**src/shared/tac_pkg.sv**
```systemverilog
// Constants, field layout and types for the throttle alert configuration block.
// Assumes a 100 MHz core clock; cycle counts are derived from that rate.
`default_nettype none
package tac_pkg;

    // Register command code, width and power-on value
    localparam logic [7:0] TAC_CMD_OPTION_A = 8'h33;
    localparam int TAC_REG_W = 16;
    localparam logic [15:0] TAC_OPTION_A_RST = 16'h4A54;

    // Field layout of throttle_alert_option_a, MSB first
    typedef struct packed {
        logic [4:0] overload_level2_threshold;  // 15:11
        logic [1:0] critical_current_deglitch;  // 10:9
        logic resv8;                            // 8
        logic [1:0] system_voltage_threshold;   // 7:6
        logic alert_extend_enable;              // 5
        logic [1:0] alert_min_width;            // 4:3
        logic alert_clear;                      // 2
        logic nominal_current_deglitch;         // 1
        logic resv0;                            // 0
    } tac_opt_t;

    // Clock rate and times in their own units
    localparam int TAC_CLK_MHZ = 100;
    localparam int TAC_CRIT_DEG0_US = 15;
    localparam int TAC_CRIT_DEG1_US = 100;
    localparam int TAC_CRIT_DEG2_US = 400;
    localparam int TAC_CRIT_DEG3_US = 800;
    localparam int TAC_SYS_DEG_US = 20;
    localparam int TAC_NOM_DEG0_MS = 1;
    localparam int TAC_NOM_DEG1_MS = 50;
    localparam int TAC_WIDTH0_US = 100;
    localparam int TAC_WIDTH1_MS = 1;
    localparam int TAC_WIDTH2_MS = 10;
    localparam int TAC_WIDTH3_MS = 5;

    // Derived cycle counts
    localparam int TAC_CRIT_DEG0_CYC = TAC_CRIT_DEG0_US * TAC_CLK_MHZ;
    localparam int TAC_CRIT_DEG1_CYC = TAC_CRIT_DEG1_US * TAC_CLK_MHZ;
    localparam int TAC_CRIT_DEG2_CYC = TAC_CRIT_DEG2_US * TAC_CLK_MHZ;
    localparam int TAC_CRIT_DEG3_CYC = TAC_CRIT_DEG3_US * TAC_CLK_MHZ;
    localparam int TAC_SYS_DEG_CYC = TAC_SYS_DEG_US * TAC_CLK_MHZ;
    localparam int TAC_NOM_DEG0_CYC = TAC_NOM_DEG0_MS * 1000 * TAC_CLK_MHZ;
    localparam int TAC_NOM_DEG1_CYC = TAC_NOM_DEG1_MS * 1000 * TAC_CLK_MHZ;
    localparam int TAC_WIDTH0_CYC = TAC_WIDTH0_US * TAC_CLK_MHZ;
    localparam int TAC_WIDTH1_CYC = TAC_WIDTH1_MS * 1000 * TAC_CLK_MHZ;
    localparam int TAC_WIDTH2_CYC = TAC_WIDTH2_MS * 1000 * TAC_CLK_MHZ;
    localparam int TAC_WIDTH3_CYC = TAC_WIDTH3_MS * 1000 * TAC_CLK_MHZ;

    // Overload level-2 code map: percent = base + step * (code - first)
    localparam logic [4:0] TAC_L2_FINE_FIRST = 5'h01;
    localparam logic [4:0] TAC_L2_FINE_LAST = 5'h19;
    localparam logic [4:0] TAC_L2_COARSE_FIRST = 5'h1A;
    localparam logic [4:0] TAC_L2_OFF = 5'h1F;
    localparam logic [9:0] TAC_L2_FINE_BASE = 10'd110;
    localparam logic [9:0] TAC_L2_FINE_STEP = 10'd5;
    localparam logic [9:0] TAC_L2_COARSE_BASE = 10'd250;
    localparam logic [9:0] TAC_L2_COARSE_STEP = 10'd50;

    // Critical trip is 110 % of level-2; nominal is 110 % of the limit
    localparam logic [7:0] TAC_TRIP_NUM = 8'd11;
    localparam logic [7:0] TAC_TRIP_DEN = 8'd10;
    localparam logic [9:0] TAC_PCT_SCALE = 10'd100;

    // System rail floors in millivolts, by code, for 2-4 cells and 1 cell
    localparam logic [15:0] TAC_SYSTEM_RAIL_VOLTAGE_MULTI_MV [4] = '{16'd5750, 16'd6000, 16'd6250, 16'd6500};
    localparam logic [15:0] TAC_SYSTEM_RAIL_VOLTAGE_ONE_MV [4] = '{16'd2850, 16'd3100, 16'd3350, 16'd3600};

endpackage

`default_nettype wire

```
**src/core/tac_core.sv**
```systemverilog
// Throttle alert configuration and timing: one option register, three
// deglitched trigger conditions and the active-low alert output.
// Assumes current and voltage words come from converters on the core clock.
//
// Overview of operation
// - Option register answers at command 33h, resets to 4A54h.
// - Bits 15:11 hold level-2 threshold, reset 01001b (150 percent).
// - Codes 1 to 25 give 110 to 230 percent, 5 percent steps.
// - Codes 26 to 30 give 250 to 450 percent, 50 percent steps.
// - Code 31 disables the critical comparison entirely.
// - Critical trip is 110 percent of level-2; above it alerts.
// - Bits 10:9 pick critical deglitch 15, 100, 400 or 800 us.
// - 400 us stays under 500 us; 800 us stays under 1 ms.
// - Rail below selected floor for 20 us triggers the alert.
// - Bits 7:6 pick floor by cell count; reset code 01b.
// - With bit 5 set, alert holds low until bit 2 written 0.
// - Without extension, alert stays low at least bits 4:3 width.
// - Writing clear bit 0 releases an extended alert; 1 is idle.
// - Nominal trip is current above 110 percent of input limit.
// - Bit 1 picks nominal deglitch 1 ms or 50 ms.
`timescale 1ns/1ps
`default_nettype none

module tac_core
    import tac_pkg::*;
#(
    parameter int CRIT_DEG1_CYC = tac_pkg::TAC_CRIT_DEG1_CYC,
    parameter int CRIT_DEG2_CYC = tac_pkg::TAC_CRIT_DEG2_CYC,
    parameter int CRIT_DEG3_CYC = tac_pkg::TAC_CRIT_DEG3_CYC,
    parameter int NOM_DEG0_CYC = tac_pkg::TAC_NOM_DEG0_CYC,
    parameter int NOM_DEG1_CYC = tac_pkg::TAC_NOM_DEG1_CYC,
    parameter int WIDTH1_CYC = tac_pkg::TAC_WIDTH1_CYC,
    parameter int WIDTH2_CYC = tac_pkg::TAC_WIDTH2_CYC,
    parameter int WIDTH3_CYC = tac_pkg::TAC_WIDTH3_CYC,
    parameter int WIDTH0_CYC = tac_pkg::TAC_WIDTH0_CYC
) (
    input wire logic i_mclk,
    input wire logic i_arst_n,
    input wire logic i_ce,
    input wire logic [7:0] i_cmd,
    input wire logic i_wr_en,
    input wire logic [15:0] i_wr_data,
    input wire logic [15:0] i_input_current,
    input wire logic [15:0] i_input_current_limit,
    input wire logic [15:0] i_system_rail_mv,
    input wire logic i_one_cell,
    output logic [15:0] o_rd_data,
    output logic o_throttle_alert_n
);
    import tac_pkg::*;

    tac_opt_t opt_q;
    logic [15:0] rd_data_q;
    logic alert_n_q;
    logic wr_hit;
    logic [9:0] l2_pct;
    logic l2_valid;
    logic crit_raw, nom_raw, sys_raw;
    logic crit_fire, nom_fire, sys_fire;
    logic any_fire;
    logic [31:0] crit_cnt_q, nom_cnt_q, sys_cnt_q, width_cnt_q;
    logic [31:0] crit_lim, nom_lim, width_lim;
    logic hold_q;
    logic [15:0] sys_floor;

    // Advance a deglitch counter; any drop of the condition restarts it
    function automatic logic [31:0] deg_next(input logic cond, input logic [31:0] cnt,
                                             input logic [31:0] lim);
        logic [31:0] r;
        r = 32'h0;
        if (cond) begin
            r = (cnt < lim) ? cnt + 32'h1 : cnt;
        end
        return r;
    endfunction

    assign wr_hit = i_wr_en && (i_cmd == TAC_CMD_OPTION_A);

    always_comb begin
        l2_valid = 1'b1;
        l2_pct = 10'h0;
        if (opt_q.overload_level2_threshold >= TAC_L2_FINE_FIRST &&
            opt_q.overload_level2_threshold <= TAC_L2_FINE_LAST) begin
            l2_pct = TAC_L2_FINE_BASE + TAC_L2_FINE_STEP *
                     10'(opt_q.overload_level2_threshold - TAC_L2_FINE_FIRST);
        end else if (opt_q.overload_level2_threshold >= TAC_L2_COARSE_FIRST &&
                     opt_q.overload_level2_threshold != TAC_L2_OFF) begin
            l2_pct = TAC_L2_COARSE_BASE + TAC_L2_COARSE_STEP *
                     10'(opt_q.overload_level2_threshold - TAC_L2_COARSE_FIRST);
        end else begin
            l2_valid = 1'b0;  // Code 0 is unlisted, treated as off too
        end
    end

    // critical compare, 110 % of level-2
    // Scaled to integers: cur*100*10 > lim*pct*11, kept in 40 bits
    assign crit_raw = l2_valid &&
        (40'(i_input_current) * 40'(TAC_PCT_SCALE) * 40'(TAC_TRIP_DEN) >
         40'(i_input_current_limit) * 40'(l2_pct) * 40'(TAC_TRIP_NUM));

    // nominal compare, 10 % over limit
    assign nom_raw = (20'(i_input_current) * 20'(TAC_TRIP_DEN) >
                      20'(i_input_current_limit) * 20'(TAC_TRIP_NUM));

    assign sys_floor = i_one_cell ? TAC_SYSTEM_RAIL_VOLTAGE_ONE_MV[opt_q.system_voltage_threshold]
                                  : TAC_SYSTEM_RAIL_VOLTAGE_MULTI_MV[opt_q.system_voltage_threshold];
    assign sys_raw = (i_system_rail_mv < sys_floor);

    // typical figures sit well inside the maximums
    always_comb begin
        case (opt_q.critical_current_deglitch)
            2'b00: crit_lim = 32'(TAC_CRIT_DEG0_CYC);
            2'b01: crit_lim = 32'(CRIT_DEG1_CYC);
            2'b10: crit_lim = 32'(CRIT_DEG2_CYC);
            default: crit_lim = 32'(CRIT_DEG3_CYC);
        endcase
    end

    assign nom_lim = opt_q.nominal_current_deglitch ? 32'(NOM_DEG1_CYC) : 32'(NOM_DEG0_CYC);

    always_comb begin
        case (opt_q.alert_min_width)
            2'b00: width_lim = 32'(WIDTH0_CYC);
            2'b01: width_lim = 32'(WIDTH1_CYC);
            2'b10: width_lim = 32'(WIDTH2_CYC);
            default: width_lim = 32'(WIDTH3_CYC);
        endcase
    end

    always_ff @(posedge i_mclk or negedge i_arst_n) begin
        if (!i_arst_n) begin
            crit_cnt_q <= 32'h0;
            nom_cnt_q <= 32'h0;
            sys_cnt_q <= 32'h0;
        end else if (i_ce) begin
            crit_cnt_q <= deg_next(crit_raw, crit_cnt_q, crit_lim);
            nom_cnt_q <= deg_next(nom_raw, nom_cnt_q, nom_lim);
            sys_cnt_q <= deg_next(sys_raw, sys_cnt_q, 32'(TAC_SYS_DEG_CYC));
        end
    end

    // A condition fires once it has held for its full deglitch count
    assign crit_fire = crit_raw && (crit_cnt_q >= crit_lim);
    assign nom_fire = nom_raw && (nom_cnt_q >= nom_lim);
    assign sys_fire = sys_raw && (sys_cnt_q >= 32'(TAC_SYS_DEG_CYC));
    assign any_fire = crit_fire || nom_fire || sys_fire;

    // threshold field reset via reset word
    // clear returns to idle once the hold is dropped
    always_ff @(posedge i_mclk or negedge i_arst_n) begin
        if (!i_arst_n) begin
            opt_q <= tac_opt_t'(TAC_OPTION_A_RST);
        end else if (i_ce) begin
            if (wr_hit) begin
                opt_q <= tac_opt_t'(i_wr_data);
            end else if (!opt_q.alert_clear && !hold_q) begin
                opt_q.alert_clear <= 1'b1;  // Self-return so the next pulse can latch
            end
        end
    end

    // host clear releases; a new trigger wins over the clear
    always_ff @(posedge i_mclk or negedge i_arst_n) begin
        if (!i_arst_n) begin
            hold_q <= 1'b0;
        end else if (i_ce) begin
            if (opt_q.alert_extend_enable && any_fire) begin
                hold_q <= 1'b1;
            end else if (!opt_q.alert_extend_enable || !opt_q.alert_clear) begin
                hold_q <= 1'b0;
            end
        end
    end

    // width counter reloads while a trigger stands
    always_ff @(posedge i_mclk or negedge i_arst_n) begin
        if (!i_arst_n) begin
            width_cnt_q <= 32'h0;
        end else if (i_ce) begin
            if (any_fire) begin
                width_cnt_q <= width_lim;
            end else if (width_cnt_q != 32'h0) begin
                width_cnt_q <= width_cnt_q - 32'h1;
            end
        end
    end

    // alert pin drive, low while any source holds it
    always_ff @(posedge i_mclk or negedge i_arst_n) begin
        if (!i_arst_n) begin
            alert_n_q <= 1'b1;
        end else if (i_ce) begin
            if (opt_q.alert_extend_enable) begin
                alert_n_q <= !(any_fire || hold_q);
            end else begin
                alert_n_q <= !(any_fire || width_cnt_q > 32'h1);
            end
        end
    end

    // Read port: registered, zero for any other command
    always_ff @(posedge i_mclk or negedge i_arst_n) begin
        if (!i_arst_n) begin
            rd_data_q <= 16'h0;
        end else if (i_ce) begin
            rd_data_q <= (i_cmd == TAC_CMD_OPTION_A) ? 16'(opt_q) : 16'h0;
        end
    end

    assign o_rd_data = rd_data_q;
    assign o_throttle_alert_n = alert_n_q;

endmodule

`default_nettype wire

```
**config.mk**
```make
export PLATFORM = sky130hd
export DESIGN_NAME = tac_core
export DESIGN_NICKNAME = d
export VERILOG_FILES = /design/src/shared/tac_pkg.sv /design/src/core/tac_core.sv
export SDC_FILE = /design/constraint.sdc
export NUM_CORES = 1
export LEC_CHECK = 0
export BUFFER_PORTS_ARGS = -buffer_cell sky130_fd_sc_hd__buf_2
export CAP_MARGIN = 20
export CORE_MARGIN = 8
export CORE_UTILIZATION = 55
export DETAILED_ROUTE_END_ITERATION = 7
export PLACE_DENSITY = 0.72
export REMOVE_ABC_BUFFERS = 1
export SLEW_MARGIN = 20
export SYNTH_ARGS = -nofsm -noshare
export SYNTH_HDL_FRONTEND = slang
export SYNTH_SLANG_ARGS = --single-unit
export TNS_END_PERCENT = 30
```
**constraint.sdc**
```tcl
create_clock -name i_mclk -period 33.8 [get_ports i_mclk]
set_clock_uncertainty 0.15 [all_clocks]
set_input_delay 6.76 -clock i_mclk [delete_from_list [all_inputs] [get_ports i_mclk]]
set_output_delay 6.76 -clock i_mclk [all_outputs]
set_load 0.01 [all_outputs]
```
==> flow_summary.ini <==
[pwr]
power_density_nw_per_um2 = 76.8
pwr-share-comb_pct = 78.1
pwr-share-clk_pct = 10.4
power_switching_mw = 0.945
p_total_mw = 1.90
sequentialPowerShare_pct = 11.4
internal-power_mw = 0.959
power_leakage_nw = 13.1
p_sw_share_pct = 49.6
ir_worst_vdd_mv = 0.0878

[clock_network]
cts_hold_buf = 0
insertion_delay_ns = 0.43
numCtsBuffers = 17
tritoncts = yes
cts_setup_buffers = 0
h-tree-depth = 4
clockBufferDepth = 2
clock_sinks = 162
path_clk_slew_ns = 0.06
ctsRootBufferMaster = clkbuf_16
postCtsResizedCells = 0

[yosys]
postSynth.asyncResetShare_pct = 100
ys_seq_area_share_pct = 17.6
ys_types = 82
avgSynthCellArea_um2 = 8.60
synth_top_area_share_pct = 21.6
syn_inst = 2692
synth.area.top_cells = ha_1 (22%), dfrtp_1 (17%), fa_1 (14%), inv_1 (7.2%), xnor2_1 (3.5%)
synth_flop_cell = dfrtp_1
synth.largest_area_cell = ha_1
synth-seq-cells = 162
syn_area_um2 = 23100
ys_warn_count = 0
synth-edff-count = 0

[placement]
dp_hpwl_mm = 42.6
port_buffers = 92
gp_congestion = 0.881
numPlacedInstances = 3277

[setup_path]
reg2reg_to = width_cnt_q[15]
max_stage_delay_ns = 0.81
critPathMostFrequentCell = inv_1
critical_path.max_fanout = 18
crit_cells = 43
arrival_ns = 18.42
crit_type = primary input to flop
end_kind = flop
crit_family = adder cells
rrSetupSlack_ns = 17.73
cp.required_ns = 33.91
slowest_stage = nor2_1
r2r_start = opt_q[11]
cp-start-kind = primary input
reg2regPathDepth = 58
critPathLaunch = i_input_current_limit[4]
crit_path_end = width_cnt_q[15]
worst-path-buf-inv = 9

[min_path]
min-delay-start = opt_q[8]
hold_path_depth = 1
worstHoldPathType = flop to flop

[grt]
antenna_found_initial = 0
grt_pass1_vias = 19300
grt_pass1_wl_mm = 90.7
grt_max_degree = 87
track_usage_pct = 21.6
grt-ovfl-total = 0

[floorplan]
die_h_um = 221
num_rows = 75
fp.coreArea_um2 = 41800
ioPinCount = 94
die_w_um = 221
die_area_um2 = 48900
start_util_pct = 55.4

[routing]
route.detailed.wl_per_inst_um = 15.9
drt_iter0_drc = 1038
drtPass1Iterations = 5
wl_mm = 52.8
ant_nets = 0
drc = 0
vias = 18900
viasPerCell = 5.70

[finish]
diodes = 0
syn2layout_area_growth_pct = 7.12
layout_common_cells = inv_1 (442), ha_1 (399), nor2_1 (196), nand2_1 (174), fa_1 (165)
drive_above_1_share_pct = 7.08
utilization_pct = 59.4
final_nets = 3398
instances_no_fill = 3309
layout_commonest_cell = inv_1

[timing]
setup_viol = 0
rsz0062_at_grt = false
slew_headroom_pct = 28.7
post-route-period-util_pct = 54.2
slew_viol_final = 0
tns_ns = 0
tightest_slew_ns = 1.06
period_needed_ns = 18.31
fmax_mhz = 54.6
hold_viol = 0

[job]
drv_cap = 0

[outcome]
outcome = completed
state kept, by name (all words and copies together), names as in the netlist:
signal              count
crit_cnt_q             32
hold_q                  1
nom_cnt_q              32
o_rd_data              16
o_throttle_alert_n      1
opt_q                  16
sys_cnt_q              32
width_cnt_q            32
stage by stage:
| stage | instance area [µm²] | hold slack [ns] | worst slack [ns] |
|---|---|---|---|
| final | 24800 | 0.343 | 15.49 |
| after global routing | 24800 | 0.360 | 14.89 |
| after CTS | 24800 | 0.341 | 15.47 |
| after detailed placement | 24200 | 0.327 | 15.07 |
| after global placement | 24200 | 0.320 | 15.27 |
| after floorplan | 22900 | 0.305 | 16.82 |
logic make-up (layout without fill, tap and decap cells):
family | after synthesis | count (layout) | synth area share, %
and+or+nand+nor | 792 | 792 | 17.2
DFF | 162 | 162 | 17.6
muxes | 23 | 23 | 1.08
xor gates and xnor gates | 159 | 159 | 6.02
buffers and inverters | 504 | 582 | 8.24
adders and majority gates | 564 | 564 | 35.8
AOI/OAI and AO/OA | 488 | 488 | 14.0
synthesized netlist by cell type, drive strengths merged (9+ instances only):
| master | n |
|---|---|
| a31oi | 32 |
| buf | 9 |
| o21ai | 88 |
| a21oi | 129 |
| a22o | 18 |
| a21o | 47 |
| inv | 443 |
| nor2b | 42 |
| xor2 | 66 |
| a31o | 11 |
| o21a | 28 |
| nand3 | 58 |
| fa | 165 |
| or4 | 14 |
| nand2 | 175 |
| mux2 | 16 |
| ha | 399 |
| nand2b | 23 |
| and2 | 45 |
| nor3 | 61 |
| o21bai | 15 |
| a211o | 10 |
| a21boi | 10 |
| nand4 | 26 |
| and3 | 48 |
| or2 | 14 |
| or3 | 33 |
| nor4 | 29 |
| o211ai | 16 |
| nor2 | 196 |
| dfrtp | 155 |
| o31ai | 15 |
| xnor2 | 93 |
| clkbuf | 52 |
worst min-delay path by stage:
| stage | endpoint | slack (ns) |
|---|---|---|
| finish | o_rd_data[8] | 0.34 |
| detailed placement | o_rd_data[8] | 0.33 |
| global placement | o_rd_data[8] | 0.32 |
| global route | o_rd_data[8] | 0.36 |
| CTS | o_rd_data[8] | 0.34 |
| floorplan | sys_cnt_q[10] | 0.30 |
power groups by stage:
stage	Sequential [mW]	Clock [mW]	Combinational, mW
6_report	0.217	0.199	1.49
5_1_grt	0.219	0.211	1.72
4_1_cts	0.217	0.203	1.49
3_5_place_dp	0.220	0	1.48
3_3_place_gp	0.219	0	1.43
2_1_floorplan	0.217	0	1.17
area by class of cell:
| class | instances | area [µm²] |
|---|---|---|
| Clock buffer | 23 | 478 |
| Timing Repair Buffer | 107 | 579 |
| Multi-Input combinational cell | 2026 | 17200 |
| Fill cell | 3681 | 17000 |
| Clock inverter | 9 | 130 |
| Sequential cell | 162 | 4060 |
| Tap cell | 539 | 674 |
| Inverter | 443 | 1660 |
worst reg2reg max path: cells and delay by family (launching register included):
family                     cells  cell delay [ns]
muxes                          1             0.16
and+or+nand+nor               12             3.22
buffers and inverters         10             0.81
xor gates and xnor gates       3             0.66
AOI/OAI and AO/OA             18             4.57
adders and majority gates     14             5.57
DFF                            1             0.78
metal layers:
layer	wire length [µm]	up-vias	track usage, %
li1	-	9285	-
met1	24600	9126	29.0
met2	25000	378	36.8
met3	2140	68	2.74
met4	1000	0	5.19
met5	0	-	0
Note: power is estimated with default switching activity, not from simulation.
